File: config.mk
export PLATFORM = sky130hd
export DESIGN_NAME = cdsc_channel
export DESIGN_NICKNAME = d
export VERILOG_FILES = /design/src/logic/cdsc_pkg.sv /design/src/logic/cdsc_channel.sv
export SDC_FILE = /design/constraint.sdc
export NUM_CORES = 1
export LEC_CHECK = 0
export BUFFER_PORTS_ARGS = -buffer_cell sky130_fd_sc_hd__buf_2
export CELL_PAD_IN_SITES_DETAIL_PLACEMENT = 1
export CELL_PAD_IN_SITES_GLOBAL_PLACEMENT = 1
export CORE_ASPECT_RATIO = 1.2
export CORE_MARGIN = 5
export CORE_UTILIZATION = 39
export CTS_BUF_LIST = sky130_fd_sc_hd__clkbuf_4 sky130_fd_sc_hd__clkbuf_8 sky130_fd_sc_hd__clkbuf_16
export DETAILED_ROUTE_END_ITERATION = 12
export PLACE_DENSITY_LB_ADDON = 0.1
export SLEW_MARGIN = 20
export SYNTH_ARGS = -nofsm -noshare
export SYNTH_HDL_FRONTEND = slang
export SYNTH_SLANG_ARGS = --single-unit
export TNS_END_PERCENT = 100
File: constraint.sdc
create_clock -name clk_sys_i -period 2.8 [get_ports clk_sys_i]
set_clock_uncertainty 0.1 [all_clocks]
set_input_delay 0.28 -clock clk_sys_i [delete_from_list [all_inputs] [get_ports clk_sys_i]]
set_output_delay 0.28 -clock clk_sys_i [all_outputs]
set_load 0.02 [all_outputs]
File: src/logic/cdsc_pkg.sv
// cdsc_pkg: constants and carrier types for the card dma slave channel
// assumes an 8-bit i/o register port decoded on a 4-bit offset from the dma base
// Overview of operation
// - middle count register holds count bits 15:8, read/write, resets to zero
// - top count byte is used only when extended addressing is enabled
// - with top byte enabled, transfer count may exceed sixteen bits
// - command/status bits 3:0 read back the terminal-count flag
// - command bit 2 disables all dma transfers while set
// - command/status bits 7:4 read the inverted card request line
// - request register reads zero; only the software request bit acts
// - in block mode, writing request bit 2 starts transfers without card request
// - mode register reads back the last value written
// - channel field mode bits 1:0 has no effect but reads back
// - mode bits 3:2 select verify, dma write, dma read; 11 reserved
// - autoinitialize reloads current count from base count at completion
// - mode bit 5 makes addresses step downward, else upward
// - mode bits 7:6 select demand, single, block; cascade not implemented
// - any master-clear write resets the dma section, not the window config
// - master-clear register returns no meaningful read data
// - mask bit 0 set ignores card requests; clear honours them
// - completion without autoinitialize sets the mask bit
// - mask register covers one channel and is readable
// - count decrements per transaction through zero and one more
package cdsc_pkg;
   localparam logic [3:0] CDSC_OFS_COUNT_LOW = 4'h4;
   localparam logic [3:0] CDSC_OFS_COUNT_MID = 4'h5;
   localparam logic [3:0] CDSC_OFS_COUNT_TOP = 4'h6;
   localparam logic [3:0] CDSC_OFS_CMD_STAT = 4'h8;
   localparam logic [3:0] CDSC_OFS_SW_REQ = 4'h9;
   localparam logic [3:0] CDSC_OFS_MODE = 4'hb;
   localparam logic [3:0] CDSC_OFS_CLEAR = 4'hd;
   localparam logic [3:0] CDSC_OFS_MASK = 4'hf;
   localparam logic [7:0] CDSC_RST_BYTE = 8'h00;
   localparam logic [23:0] CDSC_RST_COUNT = 24'h000000;
   localparam logic CDSC_RST_MASK = 1'b0;
   localparam int CDSC_CMD_DISABLE_BIT = 2;
   localparam int CDSC_REQ_SET_BIT = 2;
   localparam int CDSC_CFG_EXT_BIT = 3;
   localparam int CDSC_MASK_BIT = 0;
   localparam logic [1:0] CDSC_XFER_VERIFY = 2'h0;
   localparam logic [1:0] CDSC_XFER_WRITE = 2'h1;
   localparam logic [1:0] CDSC_XFER_READ = 2'h2;
   localparam logic [1:0] CDSC_REQ_DEMAND = 2'h0;
   localparam logic [1:0] CDSC_REQ_SINGLE = 2'h1;
   localparam logic [1:0] CDSC_REQ_BLOCK = 2'h2;

   typedef struct packed {
      logic [1:0] req_mode;
      logic addr_down;
      logic auto_init;
      logic [1:0] xfer_mode;
      logic [1:0] channel;
   } cdsc_mode_t;

   typedef struct packed {
      logic wr;
      logic rd;
      logic [3:0] ofs;
      logic [7:0] wdata;
   } cdsc_reg_req_t;

   typedef enum logic [1:0] {
      CDSC_IDLE,
      CDSC_RUN
   } cdsc_state_t;
endpackage

File: src/logic/cdsc_channel.sv
// cdsc_channel: one dma slave channel with its i/o register file
// assumes register accesses are single-cycle strobes on clk_sys_i; each
// transaction done by the card side is one xfer_done_i pulse
`timescale 1ns/1ps
`default_nettype none
module cdsc_channel (
   // clock and reset
   input wire logic clk_sys_i,
   input wire logic reset_i,
   // register port
   input wire cdsc_pkg::cdsc_reg_req_t reg_req_i,
   output logic [7:0] reg_rdata_o,
   // window configuration, held outside this block
   input wire logic [7:0] window_cfg_i,
   // card side
   input wire logic card_req_i,
   input wire logic xfer_done_i,
   output logic xfer_go_o,
   output logic [1:0] xfer_type_o,
   output logic addr_down_o,
   output logic terminal_count_o
);
   cdsc_pkg::cdsc_mode_t mode_r;
   cdsc_pkg::cdsc_state_t state_r;
   logic [23:0] base_count_r;
   logic [23:0] cur_count_r;
   logic [7:0] cmd_r;
   logic mask_r;
   logic tc_r;
   logic sw_req_r;
   logic clear_w;
   logic ext_w;
   logic last_w;
   logic enabled_w;
   logic want_w;
   logic start_w;
   logic [7:0] rdata_nxt;

   assign clear_w = reset_i | (reg_req_i.wr && reg_req_i.ofs == cdsc_pkg::CDSC_OFS_CLEAR);
   assign ext_w = window_cfg_i[cdsc_pkg::CDSC_CFG_EXT_BIT];
   // count of zero ends one further step: bits 15:0 wrap to all ones past zero
   assign last_w = ext_w ? (cur_count_r == 24'h000000)
                         : (cur_count_r[15:0] == 16'h0000);
   assign enabled_w = !cmd_r[cdsc_pkg::CDSC_CMD_DISABLE_BIT];
   assign want_w = (card_req_i && !mask_r) || sw_req_r;
   // cascade never starts a run, so it must not clear terminal count either
   assign start_w = want_w && enabled_w && mode_r.req_mode != 2'h3;

   // mode register, channel bits stored but unused
   always_ff @(posedge clk_sys_i) begin
      if (clear_w) begin
         mode_r <= '0;
      end else if (reg_req_i.wr && reg_req_i.ofs == cdsc_pkg::CDSC_OFS_MODE) begin
         mode_r <= reg_req_i.wdata;
      end
   end

   always_ff @(posedge clk_sys_i) begin
      if (clear_w) begin
         cmd_r <= cdsc_pkg::CDSC_RST_BYTE;
      end else if (reg_req_i.wr && reg_req_i.ofs == cdsc_pkg::CDSC_OFS_CMD_STAT) begin
         cmd_r <= reg_req_i.wdata;
      end
   end

   // base and current count; writes load both, as on the classic part
   always_ff @(posedge clk_sys_i) begin
      if (clear_w) begin
         base_count_r <= cdsc_pkg::CDSC_RST_COUNT;
         cur_count_r <= cdsc_pkg::CDSC_RST_COUNT;
      end else if (reg_req_i.wr && reg_req_i.ofs == cdsc_pkg::CDSC_OFS_COUNT_LOW) begin
         base_count_r[7:0] <= reg_req_i.wdata;
         cur_count_r[7:0] <= reg_req_i.wdata;
      end else if (reg_req_i.wr && reg_req_i.ofs == cdsc_pkg::CDSC_OFS_COUNT_MID) begin
         base_count_r[15:8] <= reg_req_i.wdata;
         cur_count_r[15:8] <= reg_req_i.wdata;
      end else if (reg_req_i.wr && reg_req_i.ofs == cdsc_pkg::CDSC_OFS_COUNT_TOP) begin
         base_count_r[23:16] <= reg_req_i.wdata;
         cur_count_r[23:16] <= reg_req_i.wdata;
      end else if (state_r == cdsc_pkg::CDSC_RUN && xfer_done_i) begin
         if (last_w && mode_r.auto_init) begin
            cur_count_r <= base_count_r;
         end else begin
            cur_count_r <= cur_count_r - 24'h000001;
         end
      end
   end

   // software request latches until terminal count; only bit 2 acts
   always_ff @(posedge clk_sys_i) begin
      if (clear_w) begin
         sw_req_r <= 1'b0;
      end else if (reg_req_i.wr && reg_req_i.ofs == cdsc_pkg::CDSC_OFS_SW_REQ) begin
         sw_req_r <= reg_req_i.wdata[cdsc_pkg::CDSC_REQ_SET_BIT]
                     && mode_r.req_mode == cdsc_pkg::CDSC_REQ_BLOCK;
      end else if (state_r == cdsc_pkg::CDSC_RUN && xfer_done_i && last_w) begin
         sw_req_r <= 1'b0;
      end
   end

   // hardware set of mask wins over a same-cycle software write
   always_ff @(posedge clk_sys_i) begin
      if (clear_w) begin
         mask_r <= cdsc_pkg::CDSC_RST_MASK;
      end else if (state_r == cdsc_pkg::CDSC_RUN && xfer_done_i && last_w && !mode_r.auto_init) begin
         mask_r <= 1'b1;
      end else if (reg_req_i.wr && reg_req_i.ofs == cdsc_pkg::CDSC_OFS_MASK) begin
         mask_r <= reg_req_i.wdata[cdsc_pkg::CDSC_MASK_BIT];
      end
   end

   always_ff @(posedge clk_sys_i) begin
      if (clear_w) begin
         tc_r <= 1'b0;
      end else if (state_r == cdsc_pkg::CDSC_RUN && xfer_done_i && last_w) begin
         tc_r <= 1'b1;
      end else if (state_r == cdsc_pkg::CDSC_IDLE && start_w) begin
         tc_r <= 1'b0;
      end
   end

   // run control: demand drops on request loss, single gives up after each beat
   always_ff @(posedge clk_sys_i) begin
      if (clear_w) begin
         state_r <= cdsc_pkg::CDSC_IDLE;
      end else begin
         unique case (state_r)
            cdsc_pkg::CDSC_IDLE: begin
               if (start_w) begin
                  state_r <= cdsc_pkg::CDSC_RUN;
               end
            end
            cdsc_pkg::CDSC_RUN: begin
               if (!enabled_w) begin
                  state_r <= cdsc_pkg::CDSC_IDLE;
               end else if (xfer_done_i && (last_w || mode_r.req_mode == cdsc_pkg::CDSC_REQ_SINGLE)) begin
                  state_r <= cdsc_pkg::CDSC_IDLE;
               end else if (mode_r.req_mode == cdsc_pkg::CDSC_REQ_DEMAND && !want_w) begin
                  state_r <= cdsc_pkg::CDSC_IDLE;
               end
            end
            default: state_r <= cdsc_pkg::CDSC_IDLE;
         endcase
      end
   end

   assign xfer_go_o = state_r == cdsc_pkg::CDSC_RUN && enabled_w;
   assign xfer_type_o = mode_r.xfer_mode;
   assign addr_down_o = mode_r.addr_down;
   assign terminal_count_o = tc_r;

   always_comb begin
      rdata_nxt = 8'h00;
      unique case (reg_req_i.ofs)
         cdsc_pkg::CDSC_OFS_COUNT_LOW: rdata_nxt = cur_count_r[7:0];
         cdsc_pkg::CDSC_OFS_COUNT_MID: rdata_nxt = cur_count_r[15:8];
         cdsc_pkg::CDSC_OFS_COUNT_TOP: rdata_nxt = cur_count_r[23:16];
         cdsc_pkg::CDSC_OFS_CMD_STAT: rdata_nxt = {{4{!card_req_i}}, {4{tc_r}}};
         cdsc_pkg::CDSC_OFS_MODE: rdata_nxt = mode_r;
         cdsc_pkg::CDSC_OFS_MASK: rdata_nxt = {7'h00, mask_r};
         default: rdata_nxt = 8'h00;
      endcase
   end

   always_ff @(posedge clk_sys_i) begin
      if (reset_i) begin
         reg_rdata_o <= 8'h00;
      end else if (reg_req_i.rd) begin
         reg_rdata_o <= rdata_nxt;
      end
   end

   a_mask_on_done: assert property (@(posedge clk_sys_i) disable iff (clear_w)
      state_r == cdsc_pkg::CDSC_RUN && xfer_done_i && last_w && !mode_r.auto_init
      |=> mask_r)
      else $error("mask not set at completion");
   a_disable_blocks: assert property (@(posedge clk_sys_i) disable iff (clear_w)
      cmd_r[cdsc_pkg::CDSC_CMD_DISABLE_BIT]
      |-> !xfer_go_o ##1 state_r == cdsc_pkg::CDSC_IDLE)
      else $error("transfer while disabled");
   a_tc_raise: assert property (@(posedge clk_sys_i) disable iff (clear_w)
      state_r == cdsc_pkg::CDSC_RUN && xfer_done_i && last_w
      |=> tc_r)
      else $error("terminal count not raised");
   a_tc_hold: assert property (@(posedge clk_sys_i) disable iff (clear_w)
      tc_r && !(state_r == cdsc_pkg::CDSC_IDLE && start_w)
      |=> tc_r)
      else $error("terminal count lost");
   a_auto_reload: assert property (@(posedge clk_sys_i) disable iff (clear_w)
      state_r == cdsc_pkg::CDSC_RUN && xfer_done_i && last_w && mode_r.auto_init
      && !reg_req_i.wr |=> cur_count_r == $past(base_count_r))
      else $error("count not reloaded");
   a_auto_keeps_mask: assert property (@(posedge clk_sys_i) disable iff (clear_w)
      state_r == cdsc_pkg::CDSC_RUN && xfer_done_i && last_w && mode_r.auto_init
      && !reg_req_i.wr |=> $stable(mask_r))
      else $error("mask changed on reload");
   a_count_step: assert property (@(posedge clk_sys_i) disable iff (clear_w)
      state_r == cdsc_pkg::CDSC_RUN && xfer_done_i && !last_w && !reg_req_i.wr
      |=> cur_count_r == $past(cur_count_r) - 24'h000001)
      else $error("count did not step");
   a_short_count: assert property (@(posedge clk_sys_i) disable iff (clear_w)
      state_r == cdsc_pkg::CDSC_RUN && xfer_done_i && !ext_w && cur_count_r[15:0] == 16'h0000
      |=> tc_r)
      else $error("short count did not end");
   a_long_count: assert property (@(posedge clk_sys_i) disable iff (clear_w)
      state_r == cdsc_pkg::CDSC_RUN && xfer_done_i && ext_w && cur_count_r[23:16] != 8'h00
      |=> !tc_r)
      else $error("top count byte ignored");

   a_mid_write: assert property (@(posedge clk_sys_i) disable iff (clear_w)
      reg_req_i.wr && reg_req_i.ofs == cdsc_pkg::CDSC_OFS_COUNT_MID
      |=> base_count_r[15:8] == $past(reg_req_i.wdata) && cur_count_r[15:8] == $past(reg_req_i.wdata))
      else $error("middle count write lost");
   a_mid_read: assert property (@(posedge clk_sys_i) disable iff (reset_i)
      reg_req_i.rd && reg_req_i.ofs == cdsc_pkg::CDSC_OFS_COUNT_MID
      |=> reg_rdata_o == $past(cur_count_r[15:8]))
      else $error("middle count read wrong");
   a_top_write: assert property (@(posedge clk_sys_i) disable iff (clear_w)
      reg_req_i.wr && reg_req_i.ofs == cdsc_pkg::CDSC_OFS_COUNT_TOP
      |=> base_count_r[23:16] == $past(reg_req_i.wdata))
      else $error("top count write lost");
   a_top_read: assert property (@(posedge clk_sys_i) disable iff (reset_i)
      reg_req_i.rd && reg_req_i.ofs == cdsc_pkg::CDSC_OFS_COUNT_TOP
      |=> reg_rdata_o == $past(cur_count_r[23:16]))
      else $error("top count read wrong");
   a_status_read: assert property (@(posedge clk_sys_i) disable iff (reset_i)
      reg_req_i.rd && reg_req_i.ofs == cdsc_pkg::CDSC_OFS_CMD_STAT
      |=> reg_rdata_o[3:0] == {4{$past(tc_r)}})
      else $error("status count bits wrong");
   a_request_sense: assert property (@(posedge clk_sys_i) disable iff (reset_i)
      reg_req_i.rd && reg_req_i.ofs == cdsc_pkg::CDSC_OFS_CMD_STAT
      |=> reg_rdata_o[7:4] == {4{!$past(card_req_i)}})
      else $error("status request bits wrong");
   a_mode_write: assert property (@(posedge clk_sys_i) disable iff (clear_w)
      reg_req_i.wr && reg_req_i.ofs == cdsc_pkg::CDSC_OFS_MODE
      |=> mode_r == $past(reg_req_i.wdata))
      else $error("mode write lost");
   a_mode_read: assert property (@(posedge clk_sys_i) disable iff (reset_i)
      reg_req_i.rd && reg_req_i.ofs == cdsc_pkg::CDSC_OFS_MODE
      |=> reg_rdata_o == $past(mode_r))
      else $error("mode read wrong");
   a_type_follow: assert property (@(posedge clk_sys_i) disable iff (clear_w)
      reg_req_i.wr && reg_req_i.ofs == cdsc_pkg::CDSC_OFS_MODE
      |=> xfer_type_o == $past(reg_req_i.wdata[3:2]))
      else $error("transfer type wrong");
   a_addr_dir: assert property (@(posedge clk_sys_i) disable iff (clear_w)
      reg_req_i.wr && reg_req_i.ofs == cdsc_pkg::CDSC_OFS_MODE
      |=> addr_down_o == $past(reg_req_i.wdata[5]))
      else $error("address direction wrong");

   a_no_cascade: assert property (@(posedge clk_sys_i) disable iff (clear_w)
      state_r == cdsc_pkg::CDSC_IDLE && mode_r.req_mode == 2'h3
      |=> state_r == cdsc_pkg::CDSC_IDLE)
      else $error("cascade mode started run");
   a_single_ends: assert property (@(posedge clk_sys_i) disable iff (clear_w)
      state_r == cdsc_pkg::CDSC_RUN && xfer_done_i && mode_r.req_mode == cdsc_pkg::CDSC_REQ_SINGLE
      |=> state_r == cdsc_pkg::CDSC_IDLE)
      else $error("single mode kept running");
   a_demand_drop: assert property (@(posedge clk_sys_i) disable iff (clear_w)
      state_r == cdsc_pkg::CDSC_RUN && mode_r.req_mode == cdsc_pkg::CDSC_REQ_DEMAND && !want_w
      |=> state_r == cdsc_pkg::CDSC_IDLE)
      else $error("demand mode kept running");
   a_block_holds: assert property (@(posedge clk_sys_i) disable iff (clear_w)
      state_r == cdsc_pkg::CDSC_RUN && enabled_w && mode_r.req_mode == cdsc_pkg::CDSC_REQ_BLOCK
      && !xfer_done_i |=> state_r == cdsc_pkg::CDSC_RUN)
      else $error("block mode stopped early");
   a_sw_block_only: assert property (@(posedge clk_sys_i) disable iff (clear_w)
      reg_req_i.wr && reg_req_i.ofs == cdsc_pkg::CDSC_OFS_SW_REQ && mode_r.req_mode != cdsc_pkg::CDSC_REQ_BLOCK
      |=> !sw_req_r)
      else $error("software request outside block mode");
   a_sw_start: assert property (@(posedge clk_sys_i) disable iff (clear_w)
      state_r == cdsc_pkg::CDSC_IDLE && sw_req_r && enabled_w && mode_r.req_mode == cdsc_pkg::CDSC_REQ_BLOCK
      |=> state_r == cdsc_pkg::CDSC_RUN)
      else $error("software request did not start");
   a_masked_idle: assert property (@(posedge clk_sys_i) disable iff (clear_w)
      state_r == cdsc_pkg::CDSC_IDLE && mask_r && !sw_req_r
      |=> state_r == cdsc_pkg::CDSC_IDLE)
      else $error("masked request started run");
   a_mask_write: assert property (@(posedge clk_sys_i) disable iff (clear_w)
      reg_req_i.wr && reg_req_i.ofs == cdsc_pkg::CDSC_OFS_MASK && !(state_r == cdsc_pkg::CDSC_RUN && xfer_done_i)
      |=> mask_r == $past(reg_req_i.wdata[cdsc_pkg::CDSC_MASK_BIT]))
      else $error("mask write lost");
   a_mask_read: assert property (@(posedge clk_sys_i) disable iff (reset_i)
      reg_req_i.rd && reg_req_i.ofs == cdsc_pkg::CDSC_OFS_MASK
      |=> reg_rdata_o == {7'h00, $past(mask_r)})
      else $error("mask read wrong");
   a_clear_resets: assert property (@(posedge clk_sys_i) disable iff (reset_i)
      reg_req_i.wr && reg_req_i.ofs == cdsc_pkg::CDSC_OFS_CLEAR |=> !tc_r && !mask_r && !sw_req_r
      && cur_count_r == cdsc_pkg::CDSC_RST_COUNT && mode_r == '0 && state_r == cdsc_pkg::CDSC_IDLE)
      else $error("master clear incomplete");
   a_clear_read: assert property (@(posedge clk_sys_i) disable iff (reset_i)
      reg_req_i.rd && reg_req_i.ofs == cdsc_pkg::CDSC_OFS_CLEAR
      |=> reg_rdata_o == 8'h00)
      else $error("master clear read not empty");
   a_req_read: assert property (@(posedge clk_sys_i) disable iff (reset_i)
      reg_req_i.rd && reg_req_i.ofs == cdsc_pkg::CDSC_OFS_SW_REQ
      |=> reg_rdata_o == 8'h00)
      else $error("request read not empty");

   c_block_sw: cover property (@(posedge clk_sys_i) sw_req_r && xfer_go_o);
   c_tc_hit: cover property (@(posedge clk_sys_i) $rose(tc_r));
   c_auto: cover property (@(posedge clk_sys_i) xfer_done_i && last_w && mode_r.auto_init);
   c_single_beat: cover property (@(posedge clk_sys_i)
      state_r == cdsc_pkg::CDSC_RUN && xfer_done_i && mode_r.req_mode == cdsc_pkg::CDSC_REQ_SINGLE);
   c_long_count: cover property (@(posedge clk_sys_i) ext_w && xfer_done_i && cur_count_r[23:16] != 8'h00);
endmodule
`default_nettype wire

==> flow_summary.ini, run 1 <==
[floorplanning]
rows = 39
start_util_pct = 39.6
chipWidth_microns = 99.5
core_sq_um = 9470
die_area_sq_um = 11700
fp.dieH_microns = 117
ioPinCount = 39

[pwr]
p_per_area_nw_per_um2 = 616
p_leak_nw = 1.74
peakVddDrop_mv = 0.365
total_power_mw = 2.77

[critical_path]
r2r-start = cur_count_r[1]
end_kind = flip-flop
cp-start-kind = flip-flop
critPathRequiredTime_ns = 2.97
cp.arrival_ns = 2.89
critPathKind = reg2reg
crit_path_start = cur_count_r[1]
reg2reg_slack_ns = 0.08
rr_worst_depth = 8
r2r-end = cur_count_r[19]
critPathMaxFanout = 17
worstSetupEndpoint = cur_count_r[19]

[synth]
yosysTopAreaCell = dfxtp_1
yosys-top-cells-area = dfxtp_1 37%, nand2_1 7.8%, a21oi_1 7.5%
synth_ff_type = dfxtp_1
synth_xor_xnor_area_share_pct = 3.50
synth.avg_cell_area_sq_um = 7.77
ys_warn_count = 0
synth_edf_count = 0
synth-async-reset-ratio_pct = 0
yosys.area_share.adder_pct = 0.334
ys_seq_area_share_pct = 36.8
synth_top_family_by_area = compound AO/OA/AOI/OAI gates
muxShareOfSynthArea_pct = 5.47
ys_ff_latch = 69
syn_area_sq_um = 3750
yosysTopAreaCellShare_pct = 36.8
syn_inst = 483
synthSimpleGateAreaFrac_pct = 24.5
synthDistinctLibCells = 51
syn_nets = 510
synth_compound_area_share_pct = 24.7

[grt]
grt.total_usage_pct = 23.1
grt_start_max_net_pins = 39
grt_pass1_wl_microns = 21000
grt_pass1_vias = 3932
grt-ovfl-total = 0
antenna_found_initial = 0

[sta]
setup_violations = 0
slew_viol_final = 0
worstMarginPinSlew_ns = 0.858
rsz0062_at_grt = no
layout_worst_path_cycle_share_pct = 97.0
final.setup.tns_ns = 0
layout_setup_ws_ns = 0.0840
max_freq_ghz = 0.368
period_needed_ns = 2.72
final_hold_viol_count = 0
slew_headroom_pct = 42.8

[finish]
fillers = 1176
nNetsFinal = 554
antenna_cells = 0
utilization_pct = 47.4
fin_cells = 655
drive_above_1_share_pct = 17.7
area_delta_synth_final_pct = 19.7
final_common_cell = nand2_1
layout_common_cells = 78 x nand2_1, 69 x dfxtp_1, 56 x a21oi_1

[route]
drt_iter0_drc = 187
totalWireLength_microns = 13200
drc = 0
drtAntennaViolNets = 0
vias_per_cell = 5.78
dr.pass1.iters = 4
route.vias.total = 3784
post_drt_wl_per_cell_microns = 20.1

[worst_hold_path]
hold_depth = 2
hp-class = in2reg

[place]
dp_slack_ns = 0.0939
place.gp.congestion = 0.860
dp_cells = 639
numPortBuffers = 31
hpwl_microns = 9550

[clock_network]
clock-sinks = 69
cts_tree = built
clock_path_buffers = 2
clock_latency_ns = 0.34
clkSlewWorstSetupHoldPaths_ns = 0.06
htree_levels = 3
cts-root-buf = clkbuf_16
cts_made_buffers = 9

[job]
cap_violations = 0

[status]
status = finished clean
## logic make-up (layout without fill, tap and decap cells)
logic type,count (synthesis),count (layout)
adder cells (fa/ha/maj),1,1
flip-flops,69,69
multiplexers,20,20
XOR/XNOR,15,15
buffers and inverters,38,87
AND/OR/NAND/NOR,189,189
AO/OA/AOI/OAI,151,151
## repair_timing
item | CTS | global route
endpoints found under the setup margin | 0 | 2
resized for setup | 0 | 3
hold buffers | 0 | 0
setup buffers | 0 | 0
## cell usage after synthesis (all sizes together) (3+ instances only)
master,count
o211ai,11
a31oi,14
nand2b,12
a21oi,56
or4,4
clkbuf,19
nor2b,6
and2,4
nand3,8
or2,3
buf,12
a21o,3
xor2,10
o221ai,10
mux2i,16
a22oi,8
or3,8
inv,7
dfxtp,69
nor3,11
nor4,6
nor2,34
mux2,4
nand2,78
xnor2,5
nor3b,5
o21ai,33
## sequential cells by signal (all words and copies together), names as in the netlist
name              flops
base_count_r         24
cur_count_r          24
reg_rdata_o           8
mode_r                5
xfer_type_o           2
addr_down_o           1
cmd_r                 1
mask_r                1
state_r               1
sw_req_r              1
terminal_count_o      1
## area by class of cell
| cell class | instances | area, sq um | area share (%) |
|---|---|---|---|
| tap | 123 | 154 | 3.43 |
| multi-input combinational | 376 | 2210 | 49.3 |
| timing repair buffer | 64 | 415 | 9.25 |
| clock buffer | 9 | 225 | 5.02 |
| inverter | 7 | 26.3 | 0.585 |
| clock inverter | 7 | 75.1 | 1.67 |
| sequential | 69 | 1380 | 30.8 |
## worst min path at each step
stage	start	end	slack, ns
floorplan	reg_req_i[1]	base_count_r[17]	0.32
global placement	base_count_r[21]	base_count_r[21]	0.34
detailed placement	base_count_r[5]	base_count_r[5]	0.35
CTS	reset_i	reg_rdata_o[5]	0.12
global route	reset_i	reg_rdata_o[5]	0.15
finish	reset_i	reg_rdata_o[5]	0.13
## worst max-delay path, stage by stage, from the launching register on
cell	delay [ns]
dfxtp_1	0.31
inv_1	0.09
ha_4	0.16
or4b_4	0.46
or3_4	0.34
or4b_4	0.59
buf_12	0.18
a211o_1	0.26
a31oi_1	0.16
## metal layers
metal	wire length [microns]	vias up	GRT usage (%)
met5	0	-	0
met4	343	0	9.74
met3	470	23	2.91
met2	6390	78	37.8
met1	5980	1847	30.4
li1	-	1836	-
## power by group
group | internal (mW) | leakage, nW | switching, mW
clock network | 0.692 | 0.138 | 0.474
registers | 1.01 | 0.558 | 0.0286
logic | 0.239 | 1.04 | 0.322
## through the flow
stage	instance area (sq um)	hold slack (ns)
after floorplan	3750	0.316
after global placement	4170	0.340
after detailed placement	4170	0.347
after CTS	4470	0.122
after global routing	4490	0.151
final	4490	0.131
Power figures use the tool's default switching activity.
==> run 2, diff against run 1 <==
--- a/config.mk
+++ b/config.mk
@@ -14,6 +14,7 @@
 export CTS_BUF_LIST = sky130_fd_sc_hd__clkbuf_4 sky130_fd_sc_hd__clkbuf_8 sky130_fd_sc_hd__clkbuf_16
 export DETAILED_ROUTE_END_ITERATION = 12
 export PLACE_DENSITY_LB_ADDON = 0.1
+export RECOVER_POWER = 50
 export SLEW_MARGIN = 20
 export SYNTH_ARGS = -nofsm -noshare
 export SYNTH_HDL_FRONTEND = slang
==> flow_summary.ini, run 2 (synthesized netlist as in run 1, its figures left out) <==
[status]
status = finished, violations left
violations = max-capacitance violations, max-slew violations

[place]
dp_slack_ns = 0.0939
placed_area_sq_um = 4170
numPortBuffers = 31
place.gp.congestion = 0.860
hpwl_microns = 9550

[finish]
largestRegisters = base_count_r x24, cur_count_r x24, reg_rdata_o x8
antenna_cells = 0
fillers = 1183
drive_above_1_share_pct = 14.5
nNetsFinal = 554
fin_area_sq_um = 4470
final_common_cell = nand2_1
area_delta_synth_final_pct = 19.1
utilization_pct = 47.2
layout_common_cells = 78 x nand2_1, 69 x dfxtp_1, 56 x a21oi_1

[grt]
grt_pass1_vias = 3932
antenna_found_initial = 0
grt-ovfl-total = 0
grt_pass1_wl_microns = 21000
grt.total_usage_pct = 23.1
grt_start_max_net_pins = 39

[critical_path]
crit_path_start = cur_count_r[1]
critPathMaxFanout = 17
reg2reg_slack_ns = 0.09
critPathRequiredTime_ns = 2.97
r2r-end = cur_count_r[19]
cp-start-kind = flip-flop
critPathKind = reg2reg
cp.arrival_ns = 2.88
end_kind = flip-flop
worstSetupEndpoint = cur_count_r[19]
r2r-start = cur_count_r[1]
rr_worst_depth = 8

[pwr]
combPwrFrac_pct = 20.3
swShare_pct = 29.8
intPower_mw = 1.94
p_leak_nw = 1.67
netSwitchingPower_uw = 824
p_per_area_nw_per_um2 = 619
seqPwrFrac_pct = 37.6
peakVddDrop_mv = 0.365
clockPowerShare_pct = 42.1
total_power_mw = 2.76

[clock_network]
htree_levels = 3
post_cts_buffers = 0
clkSlewWorstSetupHoldPaths_ns = 0.06
clock-sinks = 69
cts_made_buffers = 9
cts-root-buf = clkbuf_16
clock_latency_ns = 0.34
cts_tree = built
holdBufCountCts = 0
clock_path_buffers = 2

[floorplanning]
start_util_pct = 39.6
rows = 39
fp.dieH_microns = 117
chipWidth_microns = 99.5
core_sq_um = 9470
die_area_sq_um = 11700
ioPinCount = 39

[route]
drt_iter0_drc = 182
totalWireLength_microns = 13200
drc = 0
drtAntennaViolNets = 0
dr.pass1.iters = 4
post_drt_wl_per_cell_microns = 20.1
route.vias.total = 3800
vias_per_cell = 5.80

[sta]
period_needed_ns = 2.71
max_freq_ghz = 0.369
rsz0062_at_grt = no
layout_setup_ws_ns = 0.0864
setup_violations = 0
slew_viol_final = 39
final.setup.tns_ns = 0
final_hold_viol_count = 0
layout_worst_path_cycle_share_pct = 96.9
worstMarginPinSlew_ns = 1.59
slew_headroom_pct = -6.13

[worst_hold_path]
hp-class = in2reg

[job]
cap_violations = 1
run 2: cell types whose count changed in the layout (fill, tap and decap cells not counted), sizes merged:
cell	before	now
clkbuf	9	25
buf	64	48
run 2: layer usage:
layer	GRT usage [%]	routed length [microns]	part of all wire, %
met5	0	0	0
met4	9.74	348	2.6
met3	2.91	524	4.0
met2	37.8	6300	48
met1	30.4	5990	46
run 2: power groups by stage:
| stage | sequential [mW] | clock (mW) | combinational [mW] |
|---|---|---|---|
| after CTS | 1.04 | 1.18 | 0.554 |
| after global routing | 1.04 | 1.23 | 0.616 |
| after detailed placement | 1.06 | 0 | 0.551 |
| after global placement | 1.06 | 0 | 0.539 |
| after floorplan | 1.06 | 0 | 0.362 |
| final | 1.04 | 1.16 | 0.561 |
run 2: worst max-delay path, cell delays in order, from the launching register on:
cell     delay, ns
dfxtp_1       0.31
inv_1         0.09
ha_4          0.16
or4b_4        0.46
or3_4         0.34
or4b_4        0.59
buf_12        0.18
a211o_1       0.26
a31oi_1       0.16
run 2: how the worst min path moves through the flow:
stage	startpoint	endpoint	cells after the start
after floorplan	reg_req_i[1]	base_count_r[17]	2
after global routing	reset_i	reg_rdata_o[5]	2
after CTS	reset_i	reg_rdata_o[5]	2
after global placement	base_count_r[21]	base_count_r[21]	2
after detailed placement	base_count_r[5]	base_count_r[5]	2
final	reset_i	reg_rdata_o[5]	2
run 2: timing repair:
action,CTS,global route
gates resized for setup,0,3
endpoints found under the setup margin,0,2
endpoints found under the hold margin,0,0
run 2: stage by stage:
step,std cells,hold slack (ns)
after floorplan,483,0.316
after global placement,639,0.340
after detailed placement,639,0.347
after CTS,655,0.122
after global routing,655,0.151
final,655,0.128
run 2: area by class of cell:
class / count / area (sq um) / share of cell area [%]
clock buffers: 9 / 225 / 5.04
clock inverters: 7 / 75.1 / 1.68
inverters: 7 / 26.3 / 0.588
multi-input cells: 376 / 2210 / 49.5
flip-flops and latches: 69 / 1380 / 30.9
well taps: 123 / 154 / 3.45
repair buffers: 64 / 393 / 8.80
==> run 3, diff against run 2 <==
--- a/config.mk
+++ b/config.mk
@@ -5,12 +5,13 @@
 export SDC_FILE = /design/constraint.sdc
 export NUM_CORES = 1
 export LEC_CHECK = 0
+export ABC_AREA = 1
 export BUFFER_PORTS_ARGS = -buffer_cell sky130_fd_sc_hd__buf_2
 export CELL_PAD_IN_SITES_DETAIL_PLACEMENT = 1
 export CELL_PAD_IN_SITES_GLOBAL_PLACEMENT = 1
 export CORE_ASPECT_RATIO = 1.2
 export CORE_MARGIN = 5
-export CORE_UTILIZATION = 39
+export CORE_UTILIZATION = 38
 export CTS_BUF_LIST = sky130_fd_sc_hd__clkbuf_4 sky130_fd_sc_hd__clkbuf_8 sky130_fd_sc_hd__clkbuf_16
 export DETAILED_ROUTE_END_ITERATION = 12
 export PLACE_DENSITY_LB_ADDON = 0.1
@@ -19,4 +20,3 @@
 export SYNTH_ARGS = -nofsm -noshare
 export SYNTH_HDL_FRONTEND = slang
 export SYNTH_SLANG_ARGS = --single-unit
-export TNS_END_PERCENT = 100
==> flow_summary.ini, run 3 <==
[clock_network]
cts-root-buf = clkbuf_16
clkSlewWorstSetupHoldPaths_ns = 0.06
clock_latency_ns = 0.34
clock_path_buffers = 2
clock-sinks = 69
htree_levels = 3
post_cts_buffers = 0
cts_tree = built
cts_made_buffers = 9
cts_resized = 0
holdBufCountCts = 0

[pwr]
p_per_area_nw_per_um2 = 614
combPwrFrac_pct = 24.9
seqPwrFrac_pct = 36.2
swShare_pct = 33.2
peakVddDrop_mv = 0.244
p_leak_nw = 2.22
total_power_mw = 2.90
netSwitchingPower_uw = 962
intPower_mw = 1.93
clockPowerShare_pct = 38.9

[critical_path]
timing.critical_path.buf_inv = 2
cp-start-kind = flip-flop
reg2reg_slack_ns = 0.65
critPathSlowestCell = o21ai_0
cp.arrival_ns = 2.32
crit_family = simple AND/OR/NAND/NOR gates
critPathMaxFanout = 14
slowest_delay_ns = 0.41
end_kind = flip-flop
critPathRequiredTime_ns = 2.98
path_cells = inv_1 > ha_1 > nand2_2 > nor2_1 > nand2_2 > inv_2 > nand3_4 > o21ai_0 > nor2_1 > nor2_1
critPathKind = reg2reg
crit_top_cell = nor2_1

[finish]
drive_above_1_share_pct = 10.4
fin_cells = 835
layout_common_cells = 159 x nand2_1, 93 x nor2_1, 86 x inv_1
antenna_cells = 0
utilization_pct = 43.1
largestRegisters = base_count_r x24, cur_count_r x24, reg_rdata_o x8
area_delta_synth_final_pct = 12.5
final_common_cell = nand2_1
nNetsFinal = 726

[sta]
period_needed_ns = 2.15
final_hold_viol_count = 0
setup_violations = 0
final.setup.tns_ns = 0
slew_headroom_pct = 26.7
layout_worst_path_cycle_share_pct = 76.6
worstMarginPinSlew_ns = 1.10
rsz0062_at_grt = no
slew_viol_final = 0
max_freq_ghz = 0.466

[grt]
grt_pass1_vias = 4523
grt_start_max_net_pins = 29
grt.total_usage_pct = 23.4
antenna_found_initial = 0
grt_pass1_wl_microns = 24200
grt-ovfl-total = 0

[synth]
synth_ff_type = dfxtp_1
ys_warn_count = 0
ys_seq_area_share_pct = 33.0
synth_most_common_cell = nand2_1
synthDistinctLibCells = 34
yosysTopAreaCellShare_pct = 33.0
syn_nets = 695
synth_common_cells = 158 x nand2_1, 92 x nor2_1, 86 x inv_1
synth-async-reset-ratio_pct = 0
syn_area_sq_um = 4190
syn_inst = 668
synth.avg_cell_area_sq_um = 6.27
yosysTopAreaCell = dfxtp_1
yosys-top-cells-area = dfxtp_1 33%, nand2_1 14%, nor2_1 8.2%
synth_edf_count = 0
ys_ff_latch = 69

[route]
drtAntennaViolNets = 0
vias_per_cell = 5.34
drt_iter0_drc = 287
drc = 0
dr.pass1.iters = 4
route.vias.total = 4462
post_drt_wl_per_cell_microns = 18.1
totalWireLength_microns = 15100

[floorplanning]
die_area_sq_um = 13200
fp.dieH_microns = 125
rows = 42
core_sq_um = 10900
chipWidth_microns = 106
ioPinCount = 39
start_util_pct = 38.3

[place]
place.gp.congestion = 0.859
numPortBuffers = 31
dp_cells = 820
hpwl_microns = 11700

[job]
cap_violations = 0

[worst_hold_path]
hp-class = in2reg

[status]
status = finished clean
-- run 3: changes by cell type after synthesis, moves of 14 or more --
cell / previous run / this run
nand2_1: 78 / 158
inv_1: 7 / 86
nand3_1: 8 / 67
nor2_1: 34 / 92
mux2i_1: 16 / 0
clkbuf_1: 19 / 5
-- run 3: worst register-to-register path, cell delays in order, from the launching register on --
cell     delay (ns)
dfxtp_1        0.31
inv_1          0.15
ha_1           0.22
nand2_2        0.10
nor2_1         0.16
nand2_2        0.14
inv_2          0.10
nand3_4        0.19
o21ai_0        0.41
nor2_1         0.10
nor2_1         0.10
-- run 3: metal layers --
metal,track usage [%],vias up,wire length [microns]
met3,4.85,20,709
li1,-,2205,-
met2,38.9,80,7470
met1,29.6,2157,6530
met4,9.15,0,420
met5,0,-,0
-- run 3: cell families (layout without fill, tap and decap cells) --
group,count (synthesis),count (layout),share of synthesized area (%)
and+or+nand+nor,355,355,37.3
AOI/OAI and AO/OA,119,119,15.9
buffers and inverters,118,153,12.2
DFF,69,69,33.0
xor gates and xnor gates,6,6,1.25
adders and majority gates,1,1,0.299
-- run 3: final cells by class --
cell class / instances / area [sq um]
multi-input cells: 481 / 2290
inverters: 91 / 344
clock buffers: 14 / 282
fillers: 1487 / 6220
repair buffers: 47 / 246
flip-flops and latches: 69 / 1380
well taps: 132 / 165
clock inverters: 1 / 5.00
-- run 3: final timing paths --
kind	from	end	depth (start not counted)
setup / recovery	cur_count_r[0]	cur_count_r[6]	10
hold reg to reg	base_count_r[11]	base_count_r[11]	2
hold / removal	reset_i	reg_rdata_o[4]	2
setup reg to reg	cur_count_r[0]	cur_count_r[6]	10
-- run 3: through the flow --
stage                     hold slack (ns)  cell area (sq um)  setup slack (ns)
after floorplan                     0.327               4190              1.08
after global placement              0.352               4460             0.577
after detailed placement            0.354               4460             0.534
after CTS                           0.133               4750             0.643
after global routing                0.139               4710             0.418
final                               0.126               4710             0.654
-- run 3: power groups by stage --
| stage | Sequential [mW] | Combinational (mW) | Clock, mW |
|---|---|---|---|
| 4_1_cts | 1.05 | 0.726 | 1.14 |
| 5_1_grt | 1.05 | 0.807 | 1.19 |
| 2_1_floorplan | 1.06 | 0.510 | 0 |
| 3_5_place_dp | 1.07 | 0.719 | 0 |
| 6_report | 1.05 | 0.720 | 1.13 |
| 3_3_place_gp | 1.07 | 0.699 | 0 |
